$ cat config.mk
export PLATFORM = sky130hd
export DESIGN_NAME = caf_host
export DESIGN_NICKNAME = d
export VERILOG_FILES = /design/src/caf_host.v
export VERILOG_INCLUDE_DIRS = /design/src
export SDC_FILE = /design/constraint.sdc
export NUM_CORES = 1
export LEC_CHECK = 0
export BUFFER_PORTS_ARGS = -buffer_cell sky130_fd_sc_hd__buf_2
export CELL_PAD_IN_SITES_DETAIL_PLACEMENT = 2
export CELL_PAD_IN_SITES_GLOBAL_PLACEMENT = 2
export CORE_MARGIN = 2
export CORE_UTILIZATION = 34
export DETAILED_ROUTE_END_ITERATION = 16
export GPL_ROUTABILITY_DRIVEN = 0
export PLACE_DENSITY_LB_ADDON = 0.1
export REMOVE_ABC_BUFFERS = 1
export SETUP_SLACK_MARGIN = 0.4
export SYNTH_ARGS = -nofsm -noshare
export SYNTH_HDL_FRONTEND = slang
export SYNTH_SLANG_ARGS = --single-unit
$ cat constraint.sdc
create_clock -name clk -period 4.05 [get_ports clk]
set_input_delay 0.2025 -clock clk [delete_from_list [all_inputs] [get_ports clk]]
set_output_delay 0.2025 -clock clk [all_outputs]
set_load 0.02 [all_outputs]
$ cat src/caf_host_map.vh
// Notes on behaviour
// [RULE1] Filter lookup RAM is 512 words of 32 bits
// [RULE2] RAM holds 1024 standard or 512 extended identifiers
// [RULE3] Standard entries ascending, two per word, controller 1-6
// [RULE4] Standard range word holds ascending inclusive bounds
// [RULE5] While filtering, range words written all zero or ones
// [RULE6] Extended use needs a non-empty extended table
// [RULE7] Extended range table holds an even entry count
// [RULE8] Auto-store never applies to extended identifiers
// [RULE9] Tables consecutive, last ends at tables end
// [RULE10] Table empty when start equals next start
// [RULE11] Controller signals filter with complete identifier
// [RULE12] Auto-store table, then single table searched
// [RULE13] Single-table miss falls through to range table
// [RULE14] Miss in both tables discards the message
// [RULE15] Filter off bit resets to one, ignores all
// [RULE16] Bypass set before address or RAM changes
// [RULE17] Off and bypass clear means screening active
// [RULE18] Auto-store enable makes filter store messages
// [RULE19] Single standard start in bits 10:2, rest zero
// [RULE20] Standard range start at most 0x800
// [RULE21] Single extended start at most 0x800
// [RULE22] Standard use needs a non-empty standard table
// [RULE23] Error flag cleared by reading error address
// [RULE24] Auto-stored message at tables end plus index*12
// [RULE25] Simultaneous requests served one at a time
`ifndef CAF_HOST_MAP_VH
`define CAF_HOST_MAP_VH
// ==========================================================
// Filter register map (byte addresses on the device bus)
`define CAF_FILTER_MODE     32'he003c000
`define CAF_STD_SINGLE      32'he003c004
`define CAF_STD_RANGE       32'he003c008
`define CAF_EXT_SINGLE      32'he003c00c
`define CAF_EXT_RANGE       32'he003c010
`define CAF_TABLES_END      32'he003c014
`define CAF_ERR_ADDR        32'he003c018
`define CAF_ERR_FLAG        32'he003c01c
// Mode bit positions and values
`define CAF_BIT_OFF         0
`define CAF_BIT_BYPASS      1
`define CAF_BIT_AUTO        2
`define CAF_MODE_RESET      3'h1
// Address field masks and limits
`define CAF_MASK_10_2       12'h7fc
`define CAF_MASK_11_2       12'hffc
`define CAF_ADDR_LIMIT      14'h0800
`define CAF_AUTO_BYTES      14'h0006
`define CAF_WORD_ALL_ONES   32'hffffffff
// ==========================================================
// Host register offsets (software side)
`define CAF_H_CMD           8'h00
`define CAF_H_MODE          8'h04
`define CAF_H_SSA           8'h08
`define CAF_H_RSA           8'h0c
`define CAF_H_ESA           8'h10
`define CAF_H_ERSA          8'h14
`define CAF_H_END           8'h18
`define CAF_H_RIDX          8'h1c
`define CAF_H_RDAT          8'h20
`define CAF_H_STAT          8'h24
`define CAF_H_ERRAD         8'h28
// Command codes
`define CAF_OP_CFG          3'h1
`define CAF_OP_RAM          3'h2
`define CAF_OP_ENA          3'h3
`define CAF_OP_DIS          3'h4
`define CAF_OP_ERR          3'h5
`endif

$ cat src/caf_host.v
// The strobed register port is this design's own decision.
`timescale 1ns/1ps
`include "caf_host_map.vh"
module caf_host #(
  parameter [31:0] RAM_BASE = 32'h00010000  // Lookup RAM window base
) (
  input  wire        clk,
  input  wire        rst_n,
  input  wire [7:0]  sw_addr,
  input  wire [31:0] sw_wdata,
  input  wire        sw_wr,
  input  wire        sw_rd,
  output reg  [31:0] sw_rdata,
  output reg  [31:0] dev_addr,
  output reg  [31:0] dev_wdata,
  output reg         dev_wr,
  output reg         dev_rd,
  input  wire [31:0] dev_rdata
);

  // ========================================================
  // States
  localparam [1:0] ST_IDLE = 2'd0;  // Waiting for a command
  localparam [1:0] ST_RUN  = 2'd1;  // Issuing one bus step
  localparam [1:0] ST_RW1  = 2'd2;  // Read strobe cycle
  localparam [1:0] ST_RW2  = 2'd3;  // Read data cycle

  // ========================================================
  // Host registers
  reg  [4:0]  hmode;     // [2:0] mode, [3] std used, [4] ext used
  reg  [11:0] ssa;       // Single standard start
  reg  [11:0] rsa;       // Standard range start
  reg  [11:0] esa;       // Single extended start
  reg  [11:0] ersa;      // Extended range start
  reg  [11:0] tend;      // Tables end
  reg  [8:0]  ridx;      // RAM word index
  reg  [31:0] rdat;      // RAM word data
  reg  [2:0]  dev_mode;  // Mode the filter holds between commands
  reg         refused;   // Last command refused
  reg         err_seen;  // Table error flag as last read
  reg  [11:0] err_addr;  // Offending RAM address as last read
  reg  [1:0]  state;     // Sequencer state
  reg  [2:0]  op;        // Command in progress
  reg  [2:0]  step;      // Step within command

  // ========================================================
  // Per-step bus request, combinational
  reg  [31:0] st_addr;   // Address of this step
  reg  [31:0] st_data;   // Write data of this step
  reg         st_read;   // Step is a read
  reg         st_last;   // Step ends the command
  wire [2:0]  mode_bp;   // Current mode with bypass forced

  assign mode_bp = dev_mode | (3'h1 << `CAF_BIT_BYPASS);

  // Word index to byte address inside the RAM window
  function [31:0] ram_byte;
    input [8:0] idx;
    begin
      ram_byte = RAM_BASE + {21'h0, idx, 2'b00};
    end
  endfunction

  // Step table of each command
  always @* begin
    st_addr = `CAF_FILTER_MODE;
    st_data = 32'h0;
    st_read = 1'b0;
    st_last = 1'b0;
    case (op)
      `CAF_OP_CFG: begin
        // Bypass first, then boundaries, then final mode
        case (step)
          3'd0: st_data = {29'h0, mode_bp};  // RULE16
          3'd1: begin
            st_addr = `CAF_STD_SINGLE;
            st_data = {20'h0, ssa & `CAF_MASK_10_2};  // RULE19
          end
          3'd2: begin
            st_addr = `CAF_STD_RANGE;
            st_data = {20'h0, rsa & `CAF_MASK_11_2};
          end
          3'd3: begin
            st_addr = `CAF_EXT_SINGLE;
            st_data = {20'h0, esa & `CAF_MASK_10_2};
          end
          3'd4: begin
            st_addr = `CAF_EXT_RANGE;
            st_data = {20'h0, ersa & `CAF_MASK_11_2};
          end
          3'd5: begin
            st_addr = `CAF_TABLES_END;
            st_data = {20'h0, tend & `CAF_MASK_11_2};
          end
          default: begin
            st_data = {29'h0, hmode[2:0]};
            st_last = 1'b1;
          end
        endcase
      end
      `CAF_OP_RAM: begin
        // A single RAM word write is wrapped in bypass
        case (step)
          3'd0: st_data = {29'h0, mode_bp};  // RULE16
          3'd1: begin
            st_addr = ram_byte(ridx);
            st_data = rdat;  // RULE3
          end
          default: begin
            st_data = {29'h0, dev_mode};
            st_last = 1'b1;
          end
        endcase
      end
      `CAF_OP_ENA, `CAF_OP_DIS: begin
        // Whole word goes to all zeros or all ones, so no bypass is needed
        st_addr = ram_byte(ridx);
        st_data = (op == `CAF_OP_DIS) ? `CAF_WORD_ALL_ONES
                                      : 32'h0;  // RULE5
        st_last = 1'b1;
      end
      default: begin
        // Flag first; reading the address clears it
        st_read = 1'b1;
        if (step == 3'd0) begin
          st_addr = `CAF_ERR_FLAG;
        end else begin
          st_addr = `CAF_ERR_ADDR;  // RULE23
          st_last = 1'b1;
        end
      end
    endcase
  end

  // ========================================================
  // Command acceptance checks
  reg         cfg_ok;    // Boundaries form a legal table layout
  reg         idx_ok;    // Index lies in the standard range table
  wire [11:0] ssa_m;     // Masked boundaries
  wire [11:0] rsa_m;
  wire [11:0] esa_m;
  wire [11:0] ersa_m;
  wire [11:0] end_m;
  wire [11:0] ridx_b;    // Index as a byte address
  wire [13:0] auto_top;  // End plus auto-store area

  assign ssa_m    = ssa & `CAF_MASK_10_2;
  assign rsa_m    = rsa & `CAF_MASK_11_2;
  assign esa_m    = esa & `CAF_MASK_10_2;
  assign ersa_m   = ersa & `CAF_MASK_11_2;
  assign end_m    = tend & `CAF_MASK_11_2;
  assign ridx_b   = {1'b0, ridx, 2'b00};
  // Six bytes per table byte, twelve per halfword identifier
  assign auto_top = {2'b00, end_m} + {2'b00, ssa_m} * `CAF_AUTO_BYTES;

  always @* begin
    cfg_ok = 1'b1;
    // Consecutive tables ending at the tables end
    if (ssa_m > rsa_m || rsa_m > esa_m || esa_m > ersa_m ||
        ersa_m > end_m) begin
      cfg_ok = 1'b0;  // RULE9
    end
    if ({2'b00, rsa_m} > `CAF_ADDR_LIMIT) begin
      cfg_ok = 1'b0;  // RULE20
    end
    if ({2'b00, esa_m} > `CAF_ADDR_LIMIT ||
        {2'b00, end_m} > `CAF_ADDR_LIMIT) begin
      cfg_ok = 1'b0;  // RULE21
    end
    // Extended ranges are pairs of words
    if (end_m[2] != ersa_m[2]) begin
      cfg_ok = 1'b0;  // RULE7
    end
    // Standard use needs one non-empty standard table
    if (hmode[3] && !((hmode[`CAF_BIT_AUTO] && ssa_m != 12'h0) ||
        ssa_m != rsa_m || rsa_m != esa_m)) begin
      cfg_ok = 1'b0;  // RULE22 RULE10
    end
    // Extended use needs one non-empty extended table
    if (hmode[4] && esa_m == end_m) begin
      cfg_ok = 1'b0;  // RULE6 RULE10
    end
    // Auto-store area must fit below the RAM top
    if (hmode[`CAF_BIT_AUTO] && auto_top > `CAF_ADDR_LIMIT) begin
      cfg_ok = 1'b0;  // RULE24
    end
  end

  // Disable toggling only hits standard range words
  always @* begin
    idx_ok = (ridx_b >= rsa_m) && (ridx_b < esa_m);  // RULE4
  end

  // ========================================================
  // Software writes and command start
  wire       cmd_wr;     // Write to the command register
  wire [2:0] cmd_op;     // Requested command
  wire       cmd_ok;     // Request passes its checks

  assign cmd_wr = sw_wr && (sw_addr == `CAF_H_CMD);
  assign cmd_op = sw_wdata[2:0];
  assign cmd_ok = (cmd_op == `CAF_OP_CFG) ? cfg_ok :
                  (cmd_op == `CAF_OP_RAM) ? 1'b1 :
                  (cmd_op == `CAF_OP_ENA ||
                   cmd_op == `CAF_OP_DIS) ? idx_ok :
                  (cmd_op == `CAF_OP_ERR);

  // Settings are frozen while a command runs
  always @(posedge clk) begin
    if (!rst_n) begin
      hmode <= {2'b00, `CAF_MODE_RESET};  // RULE15
      ssa   <= 12'h0;
      rsa   <= 12'h0;
      esa   <= 12'h0;
      ersa  <= 12'h0;
      tend  <= 12'h0;
      ridx  <= 9'h0;
      rdat  <= 32'h0;
    end else if (sw_wr && state == ST_IDLE) begin
      if (sw_addr == `CAF_H_MODE) begin
        hmode <= sw_wdata[4:0];
      end else if (sw_addr == `CAF_H_SSA) begin
        ssa <= sw_wdata[11:0];
      end else if (sw_addr == `CAF_H_RSA) begin
        rsa <= sw_wdata[11:0];
      end else if (sw_addr == `CAF_H_ESA) begin
        esa <= sw_wdata[11:0];
      end else if (sw_addr == `CAF_H_ERSA) begin
        ersa <= sw_wdata[11:0];
      end else if (sw_addr == `CAF_H_END) begin
        tend <= sw_wdata[11:0];
      end else if (sw_addr == `CAF_H_RIDX) begin
        ridx <= sw_wdata[8:0];
      end else if (sw_addr == `CAF_H_RDAT) begin
        rdat <= sw_wdata;
      end
    end
  end

  // ========================================================
  // Bus sequencer toward the filter
  always @(posedge clk) begin
    if (!rst_n) begin
      state     <= ST_IDLE;
      op        <= 3'h0;
      step      <= 3'h0;
      dev_addr  <= 32'h0;
      dev_wdata <= 32'h0;
      dev_wr    <= 1'b0;
      dev_rd    <= 1'b0;
      dev_mode  <= `CAF_MODE_RESET;  // RULE15
      refused   <= 1'b0;
      err_seen  <= 1'b0;
      err_addr  <= 12'h0;
    end else begin
      dev_wr <= 1'b0;
      dev_rd <= 1'b0;
      case (state)
        ST_IDLE: begin
          // Commands while busy are dropped
          if (cmd_wr) begin
            refused <= !cmd_ok;
            if (cmd_ok) begin
              op    <= cmd_op;
              step  <= 3'h0;
              state <= ST_RUN;
            end
          end
        end
        ST_RUN: begin
          // One bus access per step
          dev_addr  <= st_addr;
          dev_wdata <= st_data;
          dev_wr    <= !st_read;
          dev_rd    <= st_read;
          if (st_read) begin
            state <= ST_RW1;
          end else if (st_last) begin
            state <= ST_IDLE;
            if (op == `CAF_OP_CFG) begin
              dev_mode <= hmode[2:0];  // RULE17 RULE18
            end
          end else begin
            step <= step + 3'h1;
          end
        end
        ST_RW1: begin
          // Data stands in the following cycle
          state <= ST_RW2;
        end
        default: begin
          if (step == 3'h0) begin
            err_seen <= dev_rdata[0];
            step     <= 3'h1;
            state    <= ST_RUN;
          end else begin
            err_addr <= dev_rdata[11:0] & `CAF_MASK_10_2;
            state    <= ST_IDLE;
          end
        end
      endcase
    end
  end

  // ========================================================
  // Software read port, data one cycle after the strobe
  always @(posedge clk) begin
    if (!rst_n) begin
      sw_rdata <= 32'h0;
    end else if (sw_rd) begin
      if (sw_addr == `CAF_H_MODE) begin
        sw_rdata <= {27'h0, hmode};
      end else if (sw_addr == `CAF_H_SSA) begin
        sw_rdata <= {20'h0, ssa};
      end else if (sw_addr == `CAF_H_RSA) begin
        sw_rdata <= {20'h0, rsa};
      end else if (sw_addr == `CAF_H_ESA) begin
        sw_rdata <= {20'h0, esa};
      end else if (sw_addr == `CAF_H_ERSA) begin
        sw_rdata <= {20'h0, ersa};
      end else if (sw_addr == `CAF_H_END) begin
        sw_rdata <= {20'h0, tend};
      end else if (sw_addr == `CAF_H_RIDX) begin
        sw_rdata <= {23'h0, ridx};
      end else if (sw_addr == `CAF_H_RDAT) begin
        sw_rdata <= rdat;
      end else if (sw_addr == `CAF_H_STAT) begin
        sw_rdata <= {26'h0, dev_mode, err_seen, refused,
                     state != ST_IDLE};
      end else if (sw_addr == `CAF_H_ERRAD) begin
        sw_rdata <= {20'h0, err_addr};
      end else begin
        // Unmapped offsets read as zero
        sw_rdata <= 32'h0;
      end
    end
  end

endmodule // caf_host

# --- Word level (Yosys, flattened, before mapping) ---
# Cells that the tools add are included.
totals:
  ff_bits: 226
  inputBits: 76
  out_inout_bits: 98
  wordCells: 167
classes:
  n_addsub: 3
  mul: 1
  n_lt_le_gt_ge: 10
  eq_ne: 35
  mux: 45
  n_bitwise: 10
  reduce_logical: 43
ops:
  columns: ["op", "count"]
  rows:
  - ["32-bit two-way mux", 10]
  - ["32-bit case mux with 3 select lines", 2]
  - ["12-bit case mux with 6 select lines", 1]
  - ["32-bit case mux with 2 select lines", 1]
  - ["8-bit by 5-bit equality test with 1-bit output (second input constant)", 4]
  - ["5-bit case mux with 5 select lines", 1]
  - ["8-bit by 6-bit equality test with 1-bit output (second input constant)", 3]
  - ["11-bit by 12-bit > comparator with 1-bit output", 2]
  - ["12-bit > comparator (second input constant)", 2]
  - ["11-bit two-way mux", 2]
  - ["17-bit by 11-bit adder with 18-bit output (first input constant)", 1]
  - ["3-bit by 2-bit equality test with 1-bit output (second input constant)", 6]
  - ["3-bit two-way mux", 6]
  - ["8-bit by 4-bit equality test with 1-bit output (second input constant)", 2]
  - ["3-bit equality test (second input constant)", 5]
  - ["1-bit two-way mux", 15]
  - ["12-bit by 14-bit adder with 14-bit output", 1]
  - ["14-bit by 12-bit > comparator with 1-bit output (second input constant)", 1]
  - ["11-bit by 12-bit >= comparator with 1-bit output", 1]
  - ["11-bit by 12-bit > comparator with 1-bit output (second input constant)", 1]
  - ["12-bit by 11-bit > comparator with 1-bit output", 1]
  - ["12-bit > comparator", 1]
  - ["6-bit AND reduction", 2]
  - ["12-bit nonzero test", 1]
  - ["other kinds (37)", 75]

# --- Longest topological paths before layout ---
depth:
  word_depth: 15
  ltp_mapped: 17
  ltp_nobuf: 17

# --- Worst setup path after synthesis ---
# No wires, ideal clock.
synth_timing:
  path_kind: "register to register"
  startpoint: "reg ssa[3]"
  endpoint: "reg step[1]"
  setup_ns: 0.086
  t_arrival_ns: 3.427
  required_time_ns: 3.964
  slack_ns: 0.537
  path_stages_with_launch: 16
  path_buffers: 0
  period_less_slack_ns: 3.513
  cell_sequence: "dfxtp_1 -> ha_1 -> inv_1 -> fa_1 -> nor2b_1 -> o2111ai_1 -> nand3b_1 -> xor2_1 -> ha_1 -> or3b_1 -> a221o_1 -> o32ai_1 -> o221ai_2 -> a41oi_4 -> o21ai_2 -> a221oi_2"
synth_via:
  elab_chain_len: 14
  elab_cells_between_ends: 25
  classes_between: "add/sub: 1; mul: 1; order compare: 2; eq/ne: 2; mux: 8; reduce/logical: 11"
synth_rtl:
  columns: ["element", "line", "source"]
  rows:
  - ["start: declaration", "caf_host.v:31", "reg [11:0] ssa;"]
  - ["start signal: assignment", "caf_host.v:223", "ssa <= sw_wdata[11:0];"]
  - ["parallel branches: the longest is 10 deep, another holds 12-bit by 14-bit adder with 14-bit output", null, null]
  - ["1-bit two-way mux *", "caf_host.v:184", "if (hmode[`CAF_BIT_AUTO] && auto_top > `CAF_ADDR_LIMIT) begin"]
  - ["1-bit two-way mux *", "caf_host.v:202", "assign cmd_ok = (cmd_op == `CAF_OP_CFG) ? cfg_ok :"]
  - ["2-bit != test (no source line) *", null, null]
  - ["6-bit AND reduction (no source line) *", null, null]
  - ["end signal: assignment", "caf_host.v:284", "step <= step + 3'h1;"]
  - ["end: declaration", "caf_host.v:44", "reg [2:0] step;"]
# Every way passes the cells marked *.
# A chain may end at the register's enable or synchronous reset.

# --- Final worst setup path ---
layout_timing:
  startpoint: "reg ssa[3]"
  endpoint: "reg step[0]"
# The elaborated chain is that of the path after synthesis.

==> flow_summary_export.csv <==
group,metric,value,unit
status,status,"completed",
route,wl_per_cell,25.7,um
critical_path,cp-end-kind,"flip-flop",
place,numPortBuffers,135,
pwr,p_leak,0.00563,uW
synthesis,dominantRegCellSynth,"dfxtp_1",
floorplanning,die_w,188,um
global_routing,grt.overflow.total,0,
synthesis,synthesis.area,0.0115,mm2
critical_path,cp-start-kind,"flip-flop",
sta,clock-skew-final,0.0121,ns
sta,fin_ws,0.288,ns
worst_hold_path,hold_path.class,"in -> reg",
cells_and_area,drive_above_1_share,0.178,
route,drt-pass1-iter-count,5,
cells_and_area,nNetsFinal,1796,
synthesis,async_flop_share,0,
critical_path,cp.arrival,4.25,ns
global_routing,antenna_found_initial,1,
place,dp_hpwl,37800,um
floorplanning,coreArea,0.0334,mm2
place,dp_slack,-0.0262,ns
floorplanning,die_area,0.0354,mm2
synthesis,yosys_warnings,0,
clock_network,clk_latency,0.55,ns
clock_network,clkSlewWorstSetupHoldPaths,0.06,ns
route,postRouteAntennaNets,0,
critical_path,crit_type,"reg -> reg",
critical_path,r2r_setup_slack,0.29,ns
sta,finalHoldViolations,0,
sta,period_share,0.929,
sta,rsz0062_at_grt,"yes",
clock_network,h-tree-depth,1,
sta,setup_violations,0,
pwr,ir_worst_vdd,0.299,mV
clock_network,cts_sinks,205,
floorplanning,start_util,0.344,
cells_and_area,area_delta_synth_final,23.5,%
synthesis,synth_edf_count,0,
sta,fmax,266,MHz
run,maxCapViolCount,0,
sta,min_period,3.76,ns
global_routing,grt_pass1_wl,81000,um
floorplanning,top_level_ports,174,
global_routing,grt.total_usage,0.300,
synthesis,synthDistinctLibCells,74,
synthesis,synth.area.top_cells,"dfxtp_1 36%, ha_1 9.4%, nand2_1 8.4%",
route,drt-vias-per-instance,5.76,
clock_network,cts_tree,"done",
clock_network,cts_buffers,27,
floorplanning,floorplan.rows,67,
global_routing,grt_max_degree,119,
cells_and_area,final_core_util,0.425,
route,vias,12064,
clock_network,clock_path_buffers,3,
synthesis,avgSynthCellArea,7.86,um2
clock_network,cts_root_buf,"clkbuf_16",
route,drc,0,
route,drt_iter0_drc,815,
sta,drv_slew,0,
floorplanning,fp.dieH,188,um
sta,worst_pin_slew,1.05,ns
synthesis,synth.largest_area_cell,"dfxtp_1",
synthesis,yosys_register_bits,205,
sta,relSlewSlack,0.293,
critical_path,path_max_fanout,5,
pwr,pwr_density_cell,351,mW/mm2
route,routed_wl,53900,um
critical_path,required,4.54,ns
synthesis,syn_inst,1466,
global_routing,grt_pass1_vias,12947,
synthesis,netlist.area_leader.share,0.356,
synthesis,seq_area_frac_synth,0.356,
[kinds of logic (layout without fill, tap and decap cells)]
| kind of cell | after synthesis | in the layout | synth area share |
|---|---|---|---|
| DFF | 205 | 205 | 0.356 |
| other | 1 | 18 | 0.000325 |
| xor gates and xnor gates | 20 | 20 | 0.0152 |
| buffers and inverters | 173 | 337 | 0.0652 |
| AOI/OAI and AO/OA | 428 | 429 | 0.231 |
| adders and majority gates | 89 | 89 | 0.0980 |
| and+or+nand+nor | 508 | 508 | 0.197 |
| muxes | 42 | 42 | 0.0366 |
[path summary, 6_finish.rpt]
path	startpoint	end	depth (start not counted)
setup / recovery	ssa[3]$_SDFFE_PN0P_	step[0]$_SDFFE_PN0P_	17
setup reg to reg	ssa[3]$_SDFFE_PN0P_	step[0]$_SDFFE_PN0P_	17
hold reg to reg	dev_wdata[16]$_SDFFE_PN0P_	dev_wdata[16]$_SDFFE_PN0P_	2
hold / removal	sw_wdata[1]	tend[1]$_SDFFE_PN0P_	3
[cell usage after synthesis, types with 22 or more instances]
library cell,number
nor2b_1,32
ha_1,87
mux2i_1,41
a21oi_1,186
nor2_1,105
nor3_1,27
dfxtp_1,205
buf_4,22
o21ai_0,85
clkbuf_1,68
nand3_1,25
nand2_1,258
inv_1,66
a221oi_1,24
[flip-flops by register name, indices dropped and copies added, names as in the netlist, 11 cells and up]
register   flops
rsa           12
tend          12
dev_addr      11
ssa           12
rdat          32
sw_rdata      32
esa           12
ersa          12
dev_wdata     32
[cell type report]
class,instances,area (um2)
well taps,448,561
inverters,68,260
clock buffers,36,749
flip-flops and latches,205,4110
repair buffers,225,1460
multi-input cells,1104,6970
fillers,3852,19200
clock inverters,8,114
diodes,2,5.00
[cells in the final DEF (no fill, tap or decap), types with 25 or more instances in the layout]
master and instances:
buf_2 135, nor2b_1 30, ha_1 79, buf_4 53, nand3_1 25, mux2i_1 39
a21oi_1 182, nor2_1 102, nand2_1 257, inv_1 65, dfxtp_1 201, dlygate4sd3_1 33
clkbuf_16 27, o21ai_0 85, nor3_1 27
[metrics by stage]
stage / TNS, ns / instance area, um2 / hold slack (ns) / total power, uW / cells
6_report: 0 / 14200 / 0.0459 / 5000 / 2096
3_3_place_gp: 0 / 12700 / 0.431 / 2610 / 2004
4_1_cts: 0 / 14100 / 0.0275 / 5030 / 2093
2_1_floorplan: 0 / 11100 / 0.264 / 2350 / 1376
3_5_place_dp: -0.0505 / 12700 / 0.443 / 2620 / 2004
5_1_grt: 0 / 14200 / 0.0428 / 5150 / 2095
[power breakdown]
part	internal, uW	total, uW	leakage, uW	switching [uW]
sequential	2040	2070	0.00166	24.5
combinational	147	542	0.00356	394
clock	1420	2390	0.000418	965
total	3610	5000	0.00563	1380
[critical path, stage by stage, from the launching register on]
cell	delay (ns)
dfxtp_4	0.37
ha_4	0.15
inv_4	0.04
fa_2	0.40
nor2b_4	0.17
o2111ai_4	0.15
nand3b_1	0.17
xor2_2	0.11
ha_4	0.29
or3b_4	0.37
a221o_1	0.31
o32ai_2	0.22
o221ai_2	0.19
a41oi_4	0.34
buf_6	0.16
buf_6	0.08
nand4_1	0.09
nand2_1	0.09
[layer usage]
metal / routed length (um) / GRT usage / up-vias
met5: 0 / 0 / -
met4: 1910 / 0.101 / 0
met3: 2940 / 0.0348 / 98
met2: 26000 / 0.523 / 419
met1: 23000 / 0.383 / 6077
li1: - / - / 5470
[repair_timing]
action / 4_1_cts / 5_1_grt
endpoints found under the setup margin: 8 / 8
hold buffers: 33 / 0
buffers inserted: 11 / 1
cloned: 1 / 0
endpoints found under the hold margin: 45 / 0
resized for setup: 25 / 22
pin swaps: 10 / 14
No activity file was read; power rests on OpenSTA's default activity.
